File: config.mk
export PLATFORM = sky130hd
export DESIGN_NAME = pets_top
export DESIGN_NICKNAME = d
export VERILOG_FILES = /design/src/core/pets_pkg.sv /design/src/core/pets_cfg_reg.sv /design/src/core/pets_event_select.sv /design/src/core/pets_top.sv
export VERILOG_INCLUDE_DIRS = /design/src /design/src/core
export SDC_FILE = /design/constraint.sdc
export NUM_CORES = 1
export LEC_CHECK = 0
export BUFFER_PORTS_ARGS = -buffer_cell sky130_fd_sc_hd__buf_2
export CAP_MARGIN = 40
export CORE_AREA = 3 3 146 162
export DETAILED_ROUTE_END_ITERATION = 10
export DIE_AREA = 0 0 149 165
export HOLD_SLACK_MARGIN = 0.05
export RECOVER_POWER = 100
export SYNTH_ARGS = -nofsm -noshare
export SYNTH_HDL_FRONTEND = slang
export SYNTH_SLANG_ARGS = --single-unit
export TNS_END_PERCENT = 30
File: constraint.sdc
create_clock -name clk_i -period 5.6 [get_ports clk_i]
set_input_delay 0.84 -clock clk_i [delete_from_list [all_inputs] [get_ports clk_i]]
set_output_delay 0.84 -clock clk_i [all_outputs]
set_load 0.005 [all_outputs]
File: src/core/pets_regs.svh
`ifndef PETS_REGS_SVH
`define PETS_REGS_SVH

// ==========================================================
// register map
`define PETS_CFG_REGION 3'h2
`define PETS_CAP_OFF 12'hD88
`define PETS_SEC_OFF 12'hE80
`define PETS_HIT_OFF 12'hE84

// ==========================================================
// field positions and reset values
`define PETS_OVERFLOW_CAPTURE_ENABLE_BIT 31
`define PETS_TYPE_HI 17
`define PETS_TYPE_LO 16
`define PETS_CODE_HI 7
`define PETS_TYPE_COUNT 2'h0
`define PETS_TYPE_MAX 2'h2
`define PETS_TYPE_RST 2'h0
`define PETS_CAP_BIT 0
`define PETS_SPF_BIT 1'h0
`define PETS_DS_BIT 1'h1

// ==========================================================
// event codes
`define PETS_NUM_EV 21
`define PETS_EV_CLK 8'h00
`define PETS_EV_NO_GATE 8'h01
`define PETS_EV_DN_MSG 8'h04
`define PETS_EV_DN_SET 8'h05
`define PETS_EV_ONE_OF_N 8'h06
`define PETS_EV_UP_MSG 8'h08
`define PETS_EV_UP_ACT 8'h09
`define PETS_EV_UP_REL 8'h0A
`define PETS_EV_UP_ACT_LOC 8'h0B
`define PETS_EV_SET_ACT 8'h0C
`define PETS_EV_UPSTREAM_DEACTIVATE_EVENT 8'h0D
`define PETS_EV_UP_DBL 8'h0E
`define PETS_EV_SOFT_BRD 8'h10
`define PETS_EV_SOFT_ACC 8'h13
`define PETS_EV_REMOTE_BRD 8'h14

`endif

File: src/core/pets_pkg.sv
`default_nettype none
`include "pets_regs.svh"

package pets_pkg;

    // one counter's configuration
    typedef struct packed {
        logic ovf_cap;
        logic [1:0] track_type;
        logic [7:0] code;
    } pets_cfg_t;

    // event strobes, indexed by event code
    typedef struct packed {
        logic [`PETS_NUM_EV-1:0] fire;
        logic [`PETS_NUM_EV-1:0] secure;
        logic set_comp_release;
        logic release_secure;
    } pets_evt_t;

    // per-counter commands toward the counter logic
    typedef struct packed {
        logic inc;
        logic dec;
        logic max_mode;
        logic capture;
    } pets_cnt_ctl_t;

    typedef enum logic {
        PETS_BUS_IDLE = 1'b0,
        PETS_BUS_ACK = 1'b1
    } pets_bus_state_t;

endpackage
`default_nettype wire

File: src/core/pets_cfg_reg.sv
`timescale 1ns/1ps
`default_nettype none
`include "pets_regs.svh"

module pets_cfg_reg (
    input wire logic clk_i,
    input wire logic rst_i,
    input wire logic wr_i,
    input wire logic [31:0] wdata_i,
    input wire logic [3:0] be_i,
    output pets_pkg::pets_cfg_t cfg_o,
    output logic written_o
);
    import pets_pkg::*;

    logic ovf_cap_q, ovf_cap_d;
    logic [1:0] type_q, type_d;
    logic [7:0] code_q, code_d;
    logic written_q, written_d;

    always_comb begin
        ovf_cap_d = ovf_cap_q;
        type_d = type_q;
        code_d = code_q;
        written_d = written_q;
        if (wr_i && be_i[3]) begin
            ovf_cap_d = wdata_i[`PETS_OVERFLOW_CAPTURE_ENABLE_BIT];
        end
        if (wr_i && be_i[2]) begin
            type_d = wdata_i[`PETS_TYPE_HI:`PETS_TYPE_LO];
        end
        if (wr_i && be_i[0]) begin
            code_d = wdata_i[`PETS_CODE_HI:0];
            written_d = 1'b1;
        end
    end

    always_ff @(posedge clk_i) begin
        if (rst_i) begin
            ovf_cap_q <= 1'b0;
            type_q <= `PETS_TYPE_RST;
            written_q <= 1'b0;
        end else begin
            ovf_cap_q <= ovf_cap_d;
            type_q <= type_d;
            written_q <= written_d;
        end
    end

    // event code is left unreset on purpose; its reset value is unknown
    always_ff @(posedge clk_i) begin
        code_q <= code_d;
    end

    assign cfg_o = '{ovf_cap: ovf_cap_q, track_type: type_q, code: code_q};
    assign written_o = written_q;

endmodule
`default_nettype wire

File: src/core/pets_event_select.sv
`timescale 1ns/1ps
`default_nettype none
`include "pets_regs.svh"

module pets_event_select (
    input wire logic clk_i,
    input wire logic rst_i,
    input wire pets_pkg::pets_cfg_t cfg_i,
    input wire logic written_i,
    input wire logic cnt_en_i,
    input wire logic filter_hit_i,
    input wire logic overflow_i,
    input wire logic cap_ctl_i,
    input wire logic spf_i,
    input wire logic ds_i,
    input wire pets_pkg::pets_evt_t evt_i,
    output pets_pkg::pets_cnt_ctl_t ctl_o
);
    import pets_pkg::*;

    // {valid, maskable, filtered}
    function automatic logic [2:0] code_class(input logic [7:0] code);
        case (code)
            `PETS_EV_CLK, `PETS_EV_NO_GATE: code_class = 3'h4;
            `PETS_EV_DN_MSG, `PETS_EV_UP_MSG: code_class = 3'h7;
            `PETS_EV_DN_SET, `PETS_EV_ONE_OF_N: code_class = 3'h7;
            `PETS_EV_UP_ACT, `PETS_EV_UP_REL: code_class = 3'h7;
            `PETS_EV_UP_ACT_LOC: code_class = 3'h5;
            `PETS_EV_SET_ACT, `PETS_EV_UPSTREAM_DEACTIVATE_EVENT: code_class = 3'h7;
            `PETS_EV_UP_DBL: code_class = 3'h5;
            `PETS_EV_REMOTE_BRD: code_class = 3'h7;
            default: begin
                if (code >= `PETS_EV_SOFT_BRD && code <= `PETS_EV_SOFT_ACC) begin
                    code_class = 3'h7;
                end else begin
                    code_class = 3'h0;
                end
            end
        endcase
    endfunction

    pets_cnt_ctl_t ctl_q, ctl_d;
    logic [2:0] cls;
    logic [31:0] fire_w, sec_w;
    logic hit, masked, filt_ok, type_ok, live, suppress;

    always_comb begin
        cls = code_class(cfg_i.code);
        fire_w = {11'h0, evt_i.fire};
        sec_w = {11'h0, evt_i.secure};
        suppress = spf_i && !ds_i;
        hit = (cfg_i.code == `PETS_EV_CLK) || fire_w[cfg_i.code[4:0]];
        masked = cls[1] && suppress && sec_w[cfg_i.code[4:0]];
        filt_ok = !cls[0] || filter_hit_i;
        type_ok = (cfg_i.track_type == `PETS_TYPE_COUNT) ||
                  (cfg_i.track_type == `PETS_TYPE_MAX);
        live = written_i && cnt_en_i && type_ok && cls[2];
        ctl_d.inc = live && hit && !masked && filt_ok;
        // the set-then-activate count walks back down on release
        ctl_d.dec = live && (cfg_i.code == `PETS_EV_SET_ACT) && evt_i.set_comp_release &&
                    !(suppress && evt_i.release_secure) && filt_ok;
        ctl_d.max_mode = written_i && (cfg_i.track_type == `PETS_TYPE_MAX);
        ctl_d.capture = written_i && cfg_i.ovf_cap && cap_ctl_i && overflow_i;
    end

    always_ff @(posedge clk_i) begin
        if (rst_i) begin
            ctl_q <= '0;
        end else begin
            ctl_q <= ctl_d;
        end
    end

    assign ctl_o = ctl_q;

endmodule
`default_nettype wire

File: src/core/pets_top.sv
// Contract
// - five counters 0 to 4, each with its own event configuration register
// - overflow with capture bit and global capture set triggers shadow capture
// - tracking type 00 counts, 10 tracks maximum, 01 and 11 reserved
// - bits 7:0 hold event code, unknown after reset
// - configuration register of an unimplemented counter reads zero, ignores writes
// - maskable secure events suppressed only when filter bit 1, disable-security 0
// - code 0 counts every cycle, code 1 no-gate cycles, no filter
// - code 4 counts downstream messages, always maskable, target filtered
// - code 5 counts set messages, masked for secure groups, filtered
// - code 6 counts one-of-N sets, masked for secure groups, filtered
// - code 8 counts upstream messages, always maskable, target filtered
// - codes 9, A, B count activates, releases, local activates; B unmasked
// - code C increments on set-then-activate, decrements on release
// - code D counts shared deactivates, masked for secure groups
// - code E counts doorbell activates, never masked, filtered
// - codes 10 to 13 count software interrupts, masked when non-secure 0
// - code 14 counts remote broadcasts, filtered, masked when non-secure 0
// - enabled counter increments when an event matching its code occurs
// - global capture control is write-only at offset D88
`timescale 1ns/1ps
`default_nettype none
`include "pets_regs.svh"

module pets_top #(
    parameter int NUM_CNT = 5
) (
    input wire logic clk_i,
    input wire logic rst_i,
    // ==========================================================
    // avalon-mm slave, byte addressed
    input wire logic [11:0] avs_address_i,
    input wire logic avs_read_i,
    input wire logic avs_write_i,
    input wire logic [31:0] avs_writedata_i,
    input wire logic [3:0] avs_byteenable_i,
    output logic [31:0] avs_readdata_o,
    output logic avs_waitrequest_o,
    // ==========================================================
    // event side
    input wire pets_pkg::pets_evt_t evt_i,
    input wire logic [NUM_CNT-1:0] cnt_en_i,
    input wire logic [NUM_CNT-1:0] filter_hit_i,
    input wire logic [NUM_CNT-1:0] overflow_i,
    output pets_pkg::pets_cnt_ctl_t [NUM_CNT-1:0] cnt_ctl_o
);
    import pets_pkg::*;

    // ==========================================================
    // address decode

    // index of a configuration slot, or all ones when outside the window
    function automatic logic [7:0] cfg_slot(input logic [11:0] addr);
        if (addr[11:9] == `PETS_CFG_REGION) begin
            cfg_slot = {1'b0, addr[8:2]};
        end else begin
            cfg_slot = 8'hFF;
        end
    endfunction

    function automatic logic is_impl(input logic [7:0] slot);
        is_impl = (slot != 8'hFF) && (32'(slot) < NUM_CNT);
    endfunction

    // ==========================================================
    // bus handshake
    // every access takes one wait cycle; a write lands at the edge where
    // waitrequest is seen low, so master and slave agree on the instant

    pets_bus_state_t st_q, st_d;
    logic wait_q, wait_d;
    logic [31:0] rdata_q, rdata_d;
    logic commit_wr;
    logic [7:0] acc_slot;
    logic [31:0] read_word;

    always_comb begin
        st_d = st_q;
        wait_d = wait_q;
        rdata_d = rdata_q;
        case (st_q)
            PETS_BUS_IDLE: begin
                if (avs_read_i || avs_write_i) begin
                    st_d = PETS_BUS_ACK;
                    wait_d = 1'b0;
                    rdata_d = avs_read_i ? read_word : 32'h0;
                end
            end
            PETS_BUS_ACK: begin
                st_d = PETS_BUS_IDLE;
                wait_d = 1'b1;
            end
            default: begin
                st_d = PETS_BUS_IDLE;
                wait_d = 1'b1;
            end
        endcase
    end

    always_ff @(posedge clk_i) begin
        if (rst_i) begin
            st_q <= PETS_BUS_IDLE;
            wait_q <= 1'b1;
            rdata_q <= 32'h0;
        end else begin
            st_q <= st_d;
            wait_q <= wait_d;
            rdata_q <= rdata_d;
        end
    end

    assign commit_wr = (st_q == PETS_BUS_ACK) && avs_write_i;
    assign acc_slot = cfg_slot(avs_address_i);
    assign avs_waitrequest_o = wait_q;
    assign avs_readdata_o = rdata_q;

    // ==========================================================
    // global controls

    logic cap_ctl_q, cap_ctl_d;
    logic spf_q, spf_d;
    logic ds_q, ds_d;
    logic [NUM_CNT-1:0] hit_q, hit_d;
    logic [NUM_CNT-1:0] inc_seen;

    always_comb begin
        cap_ctl_d = cap_ctl_q;
        spf_d = spf_q;
        ds_d = ds_q;
        hit_d = hit_q;
        if (commit_wr && avs_byteenable_i[0]) begin
            if (avs_address_i == `PETS_CAP_OFF) begin
                cap_ctl_d = avs_writedata_i[`PETS_CAP_BIT];
            end
            if (avs_address_i == `PETS_SEC_OFF) begin
                spf_d = avs_writedata_i[`PETS_SPF_BIT];
                ds_d = avs_writedata_i[`PETS_DS_BIT];
            end
            if (avs_address_i == `PETS_HIT_OFF) begin
                hit_d = hit_q & ~avs_writedata_i[NUM_CNT-1:0];
            end
        end
        // a new increment beats a clear in the same cycle
        hit_d = hit_d | inc_seen;
    end

    always_ff @(posedge clk_i) begin
        if (rst_i) begin
            cap_ctl_q <= 1'b0;
            spf_q <= 1'b0;
            ds_q <= 1'b0;
            hit_q <= '0;
        end else begin
            cap_ctl_q <= cap_ctl_d;
            spf_q <= spf_d;
            ds_q <= ds_d;
            hit_q <= hit_d;
        end
    end

    // ==========================================================
    // per-counter configuration and event selection

    pets_cfg_t cfg [NUM_CNT];
    logic [NUM_CNT-1:0] written;
    logic [31:0] cfg_word [NUM_CNT];

    for (genvar n = 0; n < NUM_CNT; n++) begin : g_cnt
        logic wr_n;

        assign wr_n = commit_wr && (acc_slot == 8'(n));

        pets_cfg_reg u_cfg (
            .clk_i(clk_i),
            .rst_i(rst_i),
            .wr_i(wr_n),
            .wdata_i(avs_writedata_i),
            .be_i(avs_byteenable_i),
            .cfg_o(cfg[n]),
            .written_o(written[n])
        );

        pets_event_select u_sel (
            .clk_i(clk_i),
            .rst_i(rst_i),
            .cfg_i(cfg[n]),
            .written_i(written[n]),
            .cnt_en_i(cnt_en_i[n]),
            .filter_hit_i(filter_hit_i[n]),
            .overflow_i(overflow_i[n]),
            .cap_ctl_i(cap_ctl_q),
            .spf_i(spf_q),
            .ds_i(ds_q),
            .evt_i(evt_i),
            .ctl_o(cnt_ctl_o[n])
        );

        // reserved bits are never stored, so they read back as zero
        assign cfg_word[n] = {cfg[n].ovf_cap, 13'h0, cfg[n].track_type,
                              8'h0, cfg[n].code};
        assign inc_seen[n] = cnt_ctl_o[n].inc;
    end

    // ==========================================================
    // read multiplexer

    always_comb begin
        read_word = 32'h0;
        if (is_impl(acc_slot)) begin
            for (int i = 0; i < NUM_CNT; i++) begin
                if (acc_slot == 8'(i)) begin
                    read_word = cfg_word[i];
                end
            end
        end else if (avs_address_i == `PETS_SEC_OFF) begin
            read_word[`PETS_SPF_BIT] = spf_q;
            read_word[`PETS_DS_BIT] = ds_q;
        end else if (avs_address_i == `PETS_HIT_OFF) begin
            read_word[NUM_CNT-1:0] = hit_q;
        end
        // capture control is write-only and reads zero, as do unused slots
    end

endmodule
`default_nettype wire

* Word level (Yosys, flattened, before mapping)
Index checks and enable logic that the tools add are counted.
** Operators by class
- $lt $le $gt $ge :: 16
- Equality and inequality tests :: 75
- Multiplexer cells :: 48
- Bitwise operators :: 4
- Reduce and logical (&&, ||, !) cells :: 167
** Operator list (count)
- 8-bit by 4-bit == test with 1-bit output (second input constant) :: 35
- 32-bit 2-to-1 mux :: 6
- 8-bit by 3-bit == test with 1-bit output (second input constant) :: 16
- 1-bit logical AND :: 110
- 1-bit binary-select mux with 5-bit select :: 10
- 8-bit by 1-bit == test with 1-bit output (second input constant) :: 6
- 8-bit zero test :: 6
- 3-bit case mux with 3 select lines :: 5
- 9-bit OR reduction :: 5
- 8-bit by 5-bit == test with 1-bit output (second input constant) :: 5
- 8-bit by 5-bit >= comparator with 1-bit output (second input constant) :: 5
- 8-bit by 5-bit <= comparator with 1-bit output (second input constant) :: 5
- 12-bit == test (second input constant) :: 3
- 5-bit by 6-bit < comparator with 1-bit output (second input constant) :: 5
- 27-bit 2-to-1 mux :: 1
- 5-bit 2-to-1 mux :: 4
- 2-bit OR reduction :: 10
- 3-bit 2-to-1 mux :: 6
- 8-bit by 2-bit == test with 1-bit output (second input constant) :: 2
- 1-bit logical OR :: 16
- 1-bit zero test :: 12
- 1-bit 2-to-1 mux :: 12
- 2-bit == test (second input constant) :: 5
- 2-bit zero test :: 5
- other kinds (12) :: 15
** Storage, ports and cells
- Register bits :: 122
- Output and inout bits :: 53

* Logic depth before layout (Yosys ltp)
- Depth in word-level cells :: 10
- Gate-level depth with buffers :: 7
- Depth with buffers taken out :: 5

* By module
Synthesis repeated with hierarchy kept, for this count alone.
** Second synthesis, totals
- Cells, all modules :: 666
- Area total of the unflattened synthesis :: 6889.1 um^2
** Modules (own cells, without submodules)
- pets_event_select :: instances 5, cells an instance 69, area each 640.6 um^2, seq. area each 80.1 um^2
- pets_cfg_reg :: instances 5, cells an instance 26, area each 414.1 um^2, seq. area each 320.3 um^2
- pets_top :: instances 1, cells an instance 191, area each 1615.3 um^2, seq. area each 420.4 um^2

* Worst setup path before layout
Ideal clock, no wire load.
- Path kind :: input -> register
- Start :: input avs_address_i[9]
- End :: register g_cnt[3].u_cfg.code_q[0], enable pin
- Data arrival time :: 2235 ps
- Required time :: 5264 ps
- Setup slack :: 3029 ps
- Cell stages on the path :: 4
- Buffers on the path :: 1
- Cell sequence :: or4_1 -> nor4_1 -> buf_2 -> and2_1
** On the way
- Word-level cells in the longest chain between the ends :: 5
** Ends and longest elaborated chain
- from (decl) :: line pets_top.sv:32 : input wire logic [11:0] avs_address_i,
- 3-bit by 2-bit == test with 1-bit output (no line)
- 8-bit 2-to-1 mux :: line pets_top.sv:54 : if (addr[11:9] == `PETS_CFG_REGION) begin
- 8-bit by 2-bit == test with 1-bit output :: line pets_top.sv:171 : assign wr_n = commit_wr && (acc_slot == 8'(n));
- 1-bit logical AND :: line pets_top.sv:171
- 1-bit logical AND :: line pets_cfg_reg.sv:32 : if (wr_i && be_i[0]) begin
- to (signal assigned) :: line pets_cfg_reg.sv:52 : code_q <= code_d;
- to (decl) :: line pets_cfg_reg.sv:18 : logic [7:0] code_q, code_d;
Every way passes these cells.
A chain may end at the register's enable or synchronous reset.

==> run_results.csv <==
group,metric,value,unit
run_status,status,"complete, but fails checks",
run_status,failed_checks,"capacitance limit, slew limit",
detailed_routing,vias,5842,
synthesis,synth_common_cells,"61 x dfxtp_1, 51 x nand2_1, 51 x nor2_1, 42 x mux2i_1",
setup_path,start_kind,"input pin",
sta,min_period_over_period,63.5,%
setup_path,worst_ep_required_time,5840,ps
synthesis,yosys-top-cells-area,"dfxtp_1 18%, edfxtp_1 18%, mux4_2 14%",
cts,cts_hold_buf,0,
floorplan,die_area,0.0246,mm^2
synthesis,yosys.area.top_type,"dfxtp_1",
placement,dp_hpwl,16900,um
setup_path,critPathTopFamily,"buffers and inverters",
sta,period_minus_slack,3550,ps
detailed_routing,met3_length,1480,um
floorplan,fp.dieH,165,um
cts,cts-root-buf,"clkbuf_16",
cts,h-tree-depth,3,
synthesis,ys_warn_count,0,
cts,cts_made_buffers,9,
sta,relSlewSlack,-16.5,%
global_route,gr-total-overflow,0,
detailed_routing,first_pass_iters,5,
detailed_routing,routed_wl,22200,um
cells_and_area,design_area,0.00755,mm^2
synthesis,syn_area,0.00663,mm^2
global_route,grt_max_degree,37,
floorplan,core,0.0221,mm^2
detailed_routing,wl_met1,9410,um
sta,clock.fmax,0.281,GHz
cts,clkTransAtPathRegs,70,ps
placement,dp_cells,1025,
cells_and_area,final_nets,852,
cts,post-cts-setup-buffers,0,
global_route,antenna_found_initial,2,
synthesis,synth_async_sr_flop_share,0,%
setup_path,crit_type,"in -> reg",
synthesis,synth-seq-area-share,36.5,%
detailed_routing,drt-initial-drc-count,561,
cts,cts.path.max_buffers,2,
setup_path,cp.arrival,3790,ps
synthesis,synth_top_area_share,18.4,%
hold_path,hold_path_class,"reg -> reg",
setup_path,crit_fanout,36,
sta,worstMarginPinSlew,1750,ps
cts,clock_sinks,101,
cells_and_area,layout-drive-gt1-share,21.4,%
sta,finalClockSkew,9.68,ps
flow_run,cap_viol_max_count,2,
setup_path,r2r_slack,2990,ps
detailed_routing,ant_nets,0,
cells_and_area,final_cells,1042,
global_route,grt_usage,17.7,%
floorplan,initial_core_util,30.0,%
power,power.leakage,2.69,nW
sta,fin_setup_tns,0,ps
floorplan,ioPinCount,164,
detailed_routing,top_layer,"met5",
sta,rsz0062_at_grt,"no",
setup_path,critPathSlowestCell,"clkbuf_1",
power,powerDensity,200,mW/mm^2
detailed_routing,dr_wl_met2,10800,um
floorplan,num_rows,57,
placement,portBuffers,120,
synthesis,synth_most_common_cell,"dfxtp_1",
synthesis,syn_avg_cell_area,10.1,um^2
power,ir_worst_vdd,140,uV
synthesis,ys_types,65,
setup_path,worst-path-buf-inv,3,
synthesis,synth_edf_count,40,
synthesis,synthFlopType,"dfxtp_1",
placement,placed_area,0.00733,mm^2
sta,hold_viol_final,0,
cts,clock_latency,350,ps
detailed_routing,via_per_inst,5.61,
sta,setup_viol,0,
synthesis,syn_inst,658,
global_route,grt_pass1_wl,33300,um
cts,cts_tree,"built",
detailed_routing,wl_per_cell,21.3,um
detailed_routing,drt_drc_violations_left,0,
placement,place_congestion,0.919,
global_route,grt_pass1_vias,5550,
cts,cts_resized,0,
synthesis,ys_ff_latch,101,
floorplan,die_x,149,um
setup_path,critPathMaxStageDelay,1250,ps
cells_and_area,area_growth,13.9,%
sta,maxSlewViolCount,53,
setup_path,cp-end-kind,"flip-flop",
setup_path,crit_path_cell_trace,"buf_2 -> clkbuf_1 -> inv_1 -> nand3_1 -> nor2_1 -> and4_1",
final cells by class:
| cell class | instances | area (um^2) |
|---|---|---|
| antenna | 1 | 2.50 |
| fill | 2309 | 14600 |
| clock buffer | 9 | 225 |
| tap | 295 | 369 |
| clock inverter | 7 | 56.3 |
| timing repair buffer | 126 | 622 |
| sequential | 101 | 2420 |
| multi-input combinational | 480 | 3770 |
| inverter | 23 | 86.3 |
power by group:
part	leakage [nW]	switching, mW	internal [mW]
registers	0.851	0.00106	0.763
clock network	0.133	0.293	0.308
logic	1.71	0.0855	0.0620
total	2.69	0.379	1.13
sequential cells by signal (all words and copies together), names as in the netlist:
name and count:
g_cnt.u_cfg.code_q 40, g_cnt.u_sel.ctl_o 20, avs_readdata_o 11, g_cnt.u_cfg.type_q 10
g_cnt.u_cfg.ovf_cap_q 5, g_cnt.u_cfg.written_o 5, hit_q 5, avs_waitrequest_o 1
cap_ctl_q 1, ds_q 1, spf_q 1, st_q 1
worst paths after layout:
kind / startpoint / to / cells after the start
worst min register to register: avs_readdata_o[16]$_SDFFE_PP0P_ / avs_readdata_o[16]$_SDFFE_PP0P_ / 2
worst max-delay path: rst_i / g_cnt[0].u_sel.ctl_o[2]$_SDFF_PP0_ / 6
worst min-delay path: avs_readdata_o[16]$_SDFFE_PP0P_ / avs_readdata_o[16]$_SDFFE_PP0P_ / 2
worst max register to register: g_cnt[4].u_cfg.code_q[0]$_DFFE_PP_ / g_cnt[4].u_sel.ctl_o[3]$_SDFF_PP0_ / 5
layout by cell type (no fill, tap or decap), types with 22 or more instances in the layout:
master     n
buf_2     85
edfxtp_1  40
clkbuf_1  37
mux4_2    40
nand2_1   51
nor2_1    51
mux2i_1   42
inv_1     22
dfxtp_1   61
a21oi_1   25
per-layer routing:
layer,global-route usage [%],vias to the layer above
li1,-,2654
met1,23.3,2886
met2,30.0,267
met3,3.10,33
met4,5.04,2
met5,0,-
worst reg2reg max path: stages (launching register included):
cell and delay, ps:
edfxtp_1 660, mux4_1 630, mux4_2 530, nand2_1 100
a21oi_1 60, a2111oi_0 480
per-stage QoR:
stage | hold WS [ps] | utilization [%] | setup slack [ps] | total power, mW
finish | 463 | 34.1 | 2050 | 1.51
global route | 493 | 34.1 | 1800 | 1.57
CTS | 458 | 34.4 | 2780 | 1.52
detailed placement | 441 | 33.1 | 2400 | 0.929
global placement | 437 | 33.0 | 2420 | 0.927
floorplan | 431 | - | 3030 | 0.862
logic make-up (layout without fill, tap and decap cells):
group,Yosys count,count (layout),synth area share [%]
AND/OR/NAND/NOR,226,226,17.6
AO/OA/AOI/OAI,133,133,13.9
flip-flops,101,101,36.5
multiplexers,97,97,23.8
buffers and inverters,97,165,7.62
XOR/XNOR,2,2,0.264
adder cells (fa/ha/maj),1,1,0.151
other,1,22,0.0566
No activity file was read; power rests on OpenSTA's default activity.
